===== src/ucb_pkg.sv =====
// Constants, field layouts and carrier types of the serial transceiver block.
// Assumes one system clock acting as the oscillator and a byte-wide register port.
package ucb_pkg;

   // Register byte offsets on the register port
   localparam logic [7:0] RCV_CTRL_ADDR = 8'h18;
   localparam logic [7:0] XMT_DATA_ADDR = 8'h19;
   localparam logic [7:0] RCV_DATA_ADDR = 8'h1a;
   localparam logic [7:0] XMT_CTRL_ADDR = 8'h98;
   localparam logic [7:0] BAUD_DIV_ADDR = 8'h99;

   // Reset values
   localparam logic [7:0] XMT_CTRL_RESET = 8'h02;
   localparam logic [7:0] RCV_CTRL_RESET = 8'h00;
   localparam logic [7:0] BAUD_DIV_RESET = 8'h00;

   // Baud divide factors per mode
   localparam int ASYNC_LOW_DIV = 64;
   localparam int ASYNC_HIGH_DIV = 16;
   localparam int SYNC_DIV = 4;

   // Oversampling and sample points inside one asynchronous bit
   localparam logic [3:0] LAST_PHASE = 4'(ASYNC_HIGH_DIV - 1);
   localparam logic [1:0] LOW_PRESCALE_LAST = 2'(ASYNC_LOW_DIV / ASYNC_HIGH_DIV - 1);
   localparam logic [3:0] SAMPLE_PHASE_A = 4'h7;
   localparam logic [3:0] SAMPLE_PHASE_B = 4'h8;
   localparam logic [3:0] SAMPLE_PHASE_C = 4'h9;

   // Synchronous clock edges within one bit of SYNC_DIV baud ticks
   localparam logic [1:0] SCLK_RISE_AT = 2'(SYNC_DIV / 4);
   localparam logic [1:0] SCLK_FALL_AT = 2'(SYNC_DIV - 1);

   // Character lengths in bits
   localparam logic [3:0] DATA_BITS_8 = 4'h8;
   localparam logic [3:0] DATA_BITS_9 = 4'h9;
   localparam logic [3:0] FRAME_BITS_8 = 4'ha;
   localparam logic [3:0] FRAME_BITS_9 = 4'hb;

   typedef struct packed {
      logic clock_source_select;
      logic tx_nine_bit_select;
      logic transmit_enable;
      logic sync_mode;
      logic unused;
      logic high_speed_select;
      logic shift_empty_flag;
      logic tx_ninth_data;
   } ucb_tx_ctrl_type;

   typedef struct packed {
      logic port_enable;
      logic rx_nine_bit_select;
      logic single_receive_enable;
      logic continuous_receive_enable;
      logic address_detect_enable;
      logic framing_error_flag;
      logic overrun_error_flag;
      logic rx_ninth_data;
   } ucb_rx_ctrl_type;

   typedef struct packed {
      logic [7:0] addr;
      logic [7:0] wdata;
      logic wr;
      logic rd;
   } ucb_bus_req_type;

   typedef struct packed {
      logic txck_out;
      logic txck_oe;
      logic rxdt_out;
      logic rxdt_oe;
   } ucb_pin_out_type;

endpackage


===== src/ucb_usart.sv =====
// Serial transceiver: control/status registers, baud generator, shifters.
// Assumes pins and register strobes synchronous to mclk; mclk is the oscillator.
//
// Our own choice: the address-and-strobe port.
`timescale 1ns/1ps
module ucb_usart (
   // Clock and reset
   input wire logic mclk,
   input wire logic resetn,
   // Register port
   input wire ucb_pkg::ucb_bus_req_type bus_req,
   output logic [7:0] reg_rdata,
   // Serial pins
   input wire logic [1:0] pin_direction_bits,
   input wire logic txck_in,
   input wire logic rxdt_in,
   output ucb_pkg::ucb_pin_out_type pins_out
);
   import ucb_pkg::*;

   typedef struct packed {
      ucb_tx_ctrl_type txc;
      ucb_rx_ctrl_type rxc;
      logic [7:0] divisor;
      logic [7:0] baud_cnt;
      logic [1:0] pre_cnt;
      logic [7:0] tx_buf;
      logic tx_buf_full;
      logic [10:0] tx_shift;
      logic [3:0] tx_left;
      logic [3:0] tx_phase;
      logic tx_busy;
      logic [8:0] rx_shift;
      logic [3:0] rx_bits;
      logic [3:0] rx_phase;
      logic rx_busy;
      logic [1:0] votes;
      logic [7:0] rx_data;
      logic rx_full;
      logic [1:0] sclk_cnt;
      logic sclk;
      logic ck_prev;
      logic [7:0] rdata;
      ucb_pin_out_type pins;
   } ucb_state_type;

   localparam ucb_state_type STATE_RESET = '{
      txc: XMT_CTRL_RESET,
      rxc: RCV_CTRL_RESET,
      divisor: BAUD_DIV_RESET,
      ck_prev: 1'b1,
      default: '0
   };

   ucb_state_type state_reg;
   ucb_state_type state_next;
   logic port_ok;
   logic sync_rx_on;
   logic sync_tx_on;
   logic baud_tick;
   logic sub_tick;
   logic rise_ev;
   logic fall_ev;
   logic tx_start;
   logic rx_done;
   logic rx_stop_bad;
   logic rx_accept;
   logic rx_bit;
   logic [3:0] rx_nbits;
   logic [8:0] rx_word;

   function automatic logic ucb_majority(input logic [1:0] v, input logic c);
      ucb_majority = (v[0] & v[1]) | (v[0] & c) | (v[1] & c);
   endfunction

   // Eight-bit characters end up one place high in the right-shifting register
   function automatic logic [8:0] ucb_align(input logic [8:0] sh, input logic nine);
      ucb_align = nine ? sh : {1'b0, sh[8:1]};
   endfunction

   always_comb begin
      state_next = state_reg;
      tx_start = 1'b0;
      rx_done = 1'b0;
      rx_stop_bad = 1'b0;
      rx_accept = 1'b0;
      rx_bit = 1'b0;
      rx_word = '0;
      baud_tick = 1'b0;
      sub_tick = 1'b0;
      rise_ev = 1'b0;
      fall_ev = 1'b0;
      port_ok = state_reg.rxc.port_enable & (pin_direction_bits == 2'b11);
      sync_rx_on = state_reg.txc.sync_mode & (state_reg.rxc.continuous_receive_enable
         | (state_reg.rxc.single_receive_enable & state_reg.txc.clock_source_select));
      sync_tx_on = state_reg.txc.sync_mode & state_reg.txc.transmit_enable
         & ~state_reg.rxc.continuous_receive_enable & ~state_reg.rxc.single_receive_enable;
      rx_nbits = state_reg.rxc.rx_nine_bit_select ? DATA_BITS_9 : DATA_BITS_8;

      // Free-running baud timer, one tick every divisor+1 clocks
      if (state_reg.baud_cnt == state_reg.divisor) begin
         state_next.baud_cnt = 8'h00;
         baud_tick = 1'b1;
      end else begin
         state_next.baud_cnt = state_reg.baud_cnt + 8'h01;
      end
      if (baud_tick) begin
         state_next.pre_cnt = state_reg.pre_cnt + 2'h1;
         // 16 sub-ticks per bit: x16 range direct, x64 range divided by four
         sub_tick = state_reg.txc.high_speed_select | (state_reg.pre_cnt == LOW_PRESCALE_LAST);
      end

      // Synchronous clock: generated as master, followed as slave
      state_next.ck_prev = txck_in;
      if (state_reg.txc.sync_mode && port_ok) begin
         if (state_reg.txc.clock_source_select) begin
            if (sync_rx_on || state_reg.tx_busy) begin
               if (baud_tick) begin
                  state_next.sclk_cnt = state_reg.sclk_cnt + 2'h1;
                  if (state_reg.sclk_cnt == SCLK_RISE_AT) begin
                     state_next.sclk = 1'b1;
                     rise_ev = 1'b1;
                  end
                  if (state_reg.sclk_cnt == SCLK_FALL_AT) begin
                     state_next.sclk = 1'b0;
                     fall_ev = 1'b1;
                  end
               end
            end else begin
               state_next.sclk_cnt = 2'h0;
               state_next.sclk = 1'b0;
            end
         end else begin
            rise_ev = ~state_reg.ck_prev & txck_in;
            fall_ev = state_reg.ck_prev & ~txck_in;
         end
      end

      // Register writes; hardware events below take precedence
      if (bus_req.wr) begin
         unique case (bus_req.addr)
            XMT_CTRL_ADDR: begin
               state_next.txc = bus_req.wdata;
               state_next.txc.unused = 1'b0;
               state_next.txc.shift_empty_flag = state_reg.txc.shift_empty_flag;
            end
            RCV_CTRL_ADDR: begin
               state_next.rxc.port_enable = bus_req.wdata[7];
               state_next.rxc.rx_nine_bit_select = bus_req.wdata[6];
               state_next.rxc.single_receive_enable = bus_req.wdata[5];
               state_next.rxc.continuous_receive_enable = bus_req.wdata[4];
               state_next.rxc.address_detect_enable = bus_req.wdata[3];
               if (!bus_req.wdata[4]) begin
                  state_next.rxc.overrun_error_flag = 1'b0;
               end
            end
            BAUD_DIV_ADDR: begin
               state_next.divisor = bus_req.wdata;
               state_next.baud_cnt = 8'h00;
               state_next.pre_cnt = 2'h0;
            end
            XMT_DATA_ADDR: begin
               // A write into a full buffer replaces the waiting byte
               state_next.tx_buf = bus_req.wdata;
               state_next.tx_buf_full = 1'b1;
            end
            default: begin
            end
         endcase
      end

      // Transmitter
      if (!port_ok || !state_reg.txc.transmit_enable) begin
         state_next.tx_busy = 1'b0;
      end else if (!state_reg.tx_busy) begin
         if (state_reg.tx_buf_full
             && (state_reg.txc.sync_mode ? sync_tx_on : 1'b1)) begin
            tx_start = 1'b1;
            state_next.tx_buf_full = bus_req.wr && bus_req.addr == XMT_DATA_ADDR;
            state_next.tx_busy = 1'b1;
            state_next.tx_phase = 4'h0;
            if (state_reg.txc.sync_mode) begin
               state_next.tx_shift = {2'b11, state_reg.txc.tx_ninth_data, state_reg.tx_buf};
               state_next.tx_left = state_reg.txc.tx_nine_bit_select ? DATA_BITS_9
                  : DATA_BITS_8;
            end else if (state_reg.txc.tx_nine_bit_select) begin
               state_next.tx_shift = {1'b1, state_reg.txc.tx_ninth_data, state_reg.tx_buf,
                  1'b0};
               state_next.tx_left = FRAME_BITS_9;
            end else begin
               state_next.tx_shift = {2'b11, state_reg.tx_buf, 1'b0};
               state_next.tx_left = FRAME_BITS_8;
            end
         end
      end else if (state_reg.txc.sync_mode ? fall_ev
                   : (sub_tick && state_reg.tx_phase == LAST_PHASE)) begin
         state_next.tx_shift = {1'b1, state_reg.tx_shift[10:1]};
         state_next.tx_left = state_reg.tx_left - 4'h1;
         state_next.tx_phase = 4'h0;
         if (state_reg.tx_left == 4'h1) begin
            state_next.tx_busy = 1'b0;
         end
      end else if (sub_tick && !state_reg.txc.sync_mode) begin
         state_next.tx_phase = state_reg.tx_phase + 4'h1;
      end
      state_next.txc.shift_empty_flag = ~state_next.tx_busy;

      // Receiver
      if (!port_ok || !(state_reg.txc.sync_mode ? sync_rx_on
                        : state_reg.rxc.continuous_receive_enable)) begin
         state_next.rx_busy = 1'b0;
         state_next.rx_bits = 4'h0;
      end else if (state_reg.txc.sync_mode) begin
         if (rise_ev) begin
            state_next.rx_shift = {rxdt_in, state_reg.rx_shift[8:1]};
            state_next.rx_bits = state_reg.rx_bits + 4'h1;
            if (state_reg.rx_bits == rx_nbits - 4'h1) begin
               rx_done = 1'b1;
               state_next.rx_bits = 4'h0;
               rx_word = ucb_align(state_next.rx_shift, state_reg.rxc.rx_nine_bit_select);
            end
         end
      end else if (!state_reg.rx_busy) begin
         if (!rxdt_in) begin
            state_next.rx_busy = 1'b1;
            state_next.rx_phase = 4'h0;
            state_next.rx_bits = 4'h0;
         end
      end else if (sub_tick) begin
         state_next.rx_phase = state_reg.rx_phase + 4'h1;
         if (state_reg.rx_phase == SAMPLE_PHASE_A) begin
            state_next.votes[0] = rxdt_in;
         end
         if (state_reg.rx_phase == SAMPLE_PHASE_B) begin
            state_next.votes[1] = rxdt_in;
         end
         if (state_reg.rx_phase == SAMPLE_PHASE_C) begin
            rx_bit = ucb_majority(state_reg.votes, rxdt_in);
            if (state_reg.rx_bits == 4'h0) begin
               // A start bit that votes high was a glitch
               state_next.rx_busy = ~rx_bit;
               state_next.rx_bits = 4'h1;
            end else if (state_reg.rx_bits <= rx_nbits) begin
               state_next.rx_shift = {rx_bit, state_reg.rx_shift[8:1]};
               state_next.rx_bits = state_reg.rx_bits + 4'h1;
            end else begin
               rx_done = 1'b1;
               rx_stop_bad = ~rx_bit;
               rx_word = ucb_align(state_reg.rx_shift, state_reg.rxc.rx_nine_bit_select);
               state_next.rx_busy = 1'b0;
            end
         end
      end

      // Reading the data register frees it; a word done in the same cycle still finds it full and sets overrun
      if (bus_req.rd && bus_req.addr == RCV_DATA_ADDR) begin
         state_next.rx_full = 1'b0;
      end
      if (rx_done) begin
         rx_accept = ~(~state_reg.txc.sync_mode & state_reg.rxc.rx_nine_bit_select
            & state_reg.rxc.address_detect_enable & ~rx_word[8]);
         if (rx_accept) begin
            if (state_reg.rx_full || state_reg.rxc.overrun_error_flag) begin
               state_next.rxc.overrun_error_flag = 1'b1;
            end else begin
               state_next.rx_data = rx_word[7:0];
               state_next.rxc.rx_ninth_data = rx_word[8];
               state_next.rxc.framing_error_flag = rx_stop_bad;
               state_next.rx_full = 1'b1;
            end
         end
         if (state_reg.txc.sync_mode && state_reg.txc.clock_source_select) begin
            state_next.rxc.single_receive_enable = 1'b0;
         end
      end

      // Read data stand only in the cycle after the strobe
      state_next.rdata = 8'h00;
      if (bus_req.rd) begin
         unique case (bus_req.addr)
            XMT_CTRL_ADDR: state_next.rdata = state_reg.txc;
            RCV_CTRL_ADDR: state_next.rdata = state_reg.rxc;
            BAUD_DIV_ADDR: state_next.rdata = state_reg.divisor;
            RCV_DATA_ADDR: state_next.rdata = state_reg.rx_data;
            default: state_next.rdata = 8'h00;
         endcase
      end

      // Pin drive, one clock behind the shifters
      state_next.pins = '0;
      if (port_ok) begin
         if (!state_reg.txc.sync_mode) begin
            state_next.pins.txck_oe = 1'b1;
            state_next.pins.txck_out = state_reg.tx_busy ? state_reg.tx_shift[0] : 1'b1;
         end else begin
            state_next.pins.txck_oe = state_reg.txc.clock_source_select;
            state_next.pins.txck_out = state_reg.sclk;
            state_next.pins.rxdt_oe = state_reg.tx_busy;
            state_next.pins.rxdt_out = state_reg.tx_busy ? state_reg.tx_shift[0] : 1'b1;
         end
      end
   end

   always_ff @(posedge mclk or negedge resetn) begin
      if (!resetn) begin
         state_reg <= STATE_RESET;
      end else begin
         state_reg <= state_next;
      end
   end

   assign reg_rdata = state_reg.rdata;
   assign pins_out = state_reg.pins;
endmodule


===== config.mk =====
export PLATFORM = sky130hd
export DESIGN_NAME = ucb_usart
export DESIGN_NICKNAME = d
export VERILOG_FILES = /design/src/ucb_pkg.sv /design/src/ucb_usart.sv
export SDC_FILE = /design/constraint.sdc
export NUM_CORES = 1
export LEC_CHECK = 0
export ABC_AREA = 1
export BUFFER_PORTS_ARGS = -buffer_cell sky130_fd_sc_hd__buf_2
export CAP_MARGIN = 5
export CORE_MARGIN = 2
export CORE_UTILIZATION = 65
export DETAILED_ROUTE_END_ITERATION = 8
export PLACE_DENSITY = 0.91
export SYNTH_ARGS = -nofsm -noshare
export SYNTH_HDL_FRONTEND = slang
export SYNTH_SLANG_ARGS = --single-unit

===== constraint.sdc =====
create_clock -name mclk -period 3 [get_ports mclk]
set_input_delay 0.6 -clock mclk [delete_from_list [all_inputs] [get_ports mclk]]
set_output_delay 0.6 -clock mclk [all_outputs]
set_load 0.02 [all_outputs]

==> results_dict.tcl <==
set metrics [dict create \
    status "finished clean" \
    io_buffers 35 \
    layout.nets 806 \
    drive_above_1_share_pct 16.4 \
    yosysUniqueCellTypes 51 \
    grt_pass1_vias 5079 \
    gr-total-overflow 0 \
    syn_to_final_growth_pct 5.74 \
    syn-instance-count 748 \
    gr-usage-all-layers_pct 29.7 \
    netSwitchingFraction_pct 30.5 \
    synthMostInstantiatedCell "nand2_1" \
    cts_tree "done" \
    clk_path_buf_depth 2 \
    die_height_um 101 \
    dp_cells 869 \
    row_count 35 \
    cp.arrival_ns 2.83 \
    wl_um 13900 \
    hold_buffers 0 \
    synth-edff-count 0 \
    ir_worst_vdd_v 0.000480 \
    clock-sinks 107 \
    drt_iter0_drc 385 \
    stdcell_count 885 \
    pin_count 36 \
    largest_register_ffs 95 \
    pwr-share-clk_pct 30.1 \
    finalPower_mw 3.11 \
    min_path_type "in2async" \
    critPathMostFrequentCell "nand2_1" \
    internal_power_mw 2.16 \
    ys_top_cells_by_area "dfrtp_1 (43%), nand2_1 (12%), o21ai_0 (5.8%)" \
    h-tree-depth 3 \
    tns_ns 0 \
    cp-start-kind "register" \
    p_seq_share_pct 52.5 \
    endpoint "state_reg[18]" \
    grt_pass1_wl_um 23600 \
    cts-resized-gates 0 \
    syn_area_per_cell_um2 8.10 \
    yosysTopAreaCell "dfrtp_1" \
    drc_errors 0 \
    dr.pass1.iters 6 \
    avgViaCountPerCell 5.87 \
    coreArea_um2 9150 \
    r2r_end "state_reg[18]" \
    r2r_start "state_reg[98]" \
    leakage_nw 3.16 \
    rr_worst_depth 11 \
    dieArea_um2 10100 \
    clk_latency_ns 0.38 \
    clock_skew_ns 0.0159 \
    worstPathMaxFanout 15 \
    rsz0062_at_grt "no" \
    place_congestion 0.939 \
    path_class "reg2reg" \
    hpwl_um 10500 \
    cpMaxStageDelayCell "dfrtp_1" \
    setup_viol_count_final 0 \
    synthTopCellsByCount "nand2_1 (190), dfrtp_1 (105), inv_1 (84)" \
    num_vias 5193 \
    final_util_pct 70.0 \
    async_reset_ff_share_pct 100 \
    syn_area_um2 6060 \
    cp.required_ns 3.29 \
    relSlewSlack_pct 49.8 \
    worstPathCellList "ha_1 -> o21ai_1 -> nand2_1 -> nor2_1 -> nand3_4 -> nand2_2 -> nand3_2 -> inv_2 -> nand2_2 -> nand2_1 -> nand2_1" \
    synth_ff_type "dfrtp_1" \
    path_clk_slew_ns 0.11 \
    cts_made_buffers 9 \
    clockRootBuffer "clkbuf_8" \
    cp_slowest_stage_delay_ns 0.61 \
    rrSetupSlack_ns 0.46 \
    worst_slew_pin_slew_ns 0.750 \
    combPwrFrac_pct 17.4 \
    synth_top_cell_area_share_pct 43.4 \
    min_period_ns 2.54 \
    antenna_left 0 \
    fmax_mhz 393 \
    ys_ff_latch 107 \
    power_density_nw_per_um2 486 \
    maxCapViolCount 0 \
    start_util_pct 66.2 \
    period_share_pct 84.8 \
    maxSlewViolCount 0 \
    die_x_um 101 \
    antenna_found_initial 0 \
    hold_viol 0 \
    post_drt_wl_per_cell_um 15.7 \
    switching_power_mw 0.949 \
    endpoint_kind "register" \
    post-cts-setup-buffers 0 \
    synth_fp_nets 785 \
    seq_area_frac_synth_pct 44.2 \
    grt_max_degree 45 \
    critPathLaunch "state_reg[98]" \
    synth_warnings 0 \
    antennaDiodeCount 0 \
]
==> power groups by stage <==
stage          Clock (mW)  Combinational (mW)  Sequential (mW)
2_1_floorplan           0               0.393             1.63
3_3_place_gp            0               0.511             1.65
3_5_place_dp            0               0.530             1.66
4_1_cts             0.948               0.537             1.63
5_1_grt              1.00               0.623             1.65
6_report            0.937               0.541             1.63
==> cell usage in the layout (no fill, tap or decap), types with 8 or more instances in the layout <==
cell,instances
nand2_2,12
nor3_1,10
o21ai_0,70
xor2_1,9
clkbuf_8,11
a22oi_1,9
dfrtp_1,105
nand4_1,13
o21ai_2,16
a21oi_1,25
ha_1,13
nand3_1,36
inv_1,84
nand2_1,190
o21ai_1,10
nor2_1,39
buf_2,34
inv_2,8
==> metrics by stage <==
stage          cell area (um^2)  hold slack, ns  setup slack [ns]
2_1_floorplan              6060           0.304             0.979
3_3_place_gp               6190           0.457             0.624
3_5_place_dp               6190           0.465             0.534
4_1_cts                    6400           0.216             0.502
5_1_grt                    6400           0.238             0.231
6_report                   6400           0.202             0.457
==> cell type report <==
| class | count | area (um^2) |
|---|---|---|
| multi-input cells | 513 | 2780 |
| fillers | 702 | 2750 |
| flip-flops and latches | 107 | 2680 |
| inverters | 97 | 374 |
| repair buffers | 41 | 223 |
| clock buffers | 11 | 151 |
| well taps | 111 | 139 |
| clock inverters | 5 | 60.1 |
==> worst min-delay path by stage <==
stage                   from       endpoint
5_1_grt               resetn  state_reg[16]
4_1_cts               resetn  state_reg[95]
2_1_floorplan         resetn    pins_out[0]
3_5_place_dp   state_reg[20]  state_reg[20]
3_3_place_gp   state_reg[53]  state_reg[53]
6_report              resetn  state_reg[95]
==> critical path: cells and delay by family (launching register included) <==
kind,cells,cell delay [ns]
compound gates,1,0.17
flops,1,0.61
simple gates,8,1.16
fa+ha+maj,1,0.33
buf+inv,1,0.16
==> per-layer routing <==
layer  vias to the layer above  routed length (um)  global-route usage [%]
li1                       2468                   -                       -
met1                      2433                5730                    39.3
met2                       247                6700                    48.7
met3                        45                1150                    6.03
met4                         0                 350                    11.2
met5                         -                   0                       0
==> logic make-up (layout without fill, tap and decap cells) <==
| family | after synthesis | after routing | synth area share [%] |
|---|---|---|---|
| buffers and inverters | 128 | 154 | 9.89 |
| xor gates and xnor gates | 13 | 13 | 1.88 |
| and+or+nand+nor | 331 | 331 | 25.9 |
| DFF | 107 | 107 | 44.2 |
| adders and majority gates | 13 | 13 | 2.69 |
| AOI/OAI and AO/OA | 156 | 156 | 15.4 |
(Power assumes the default switching activity.)
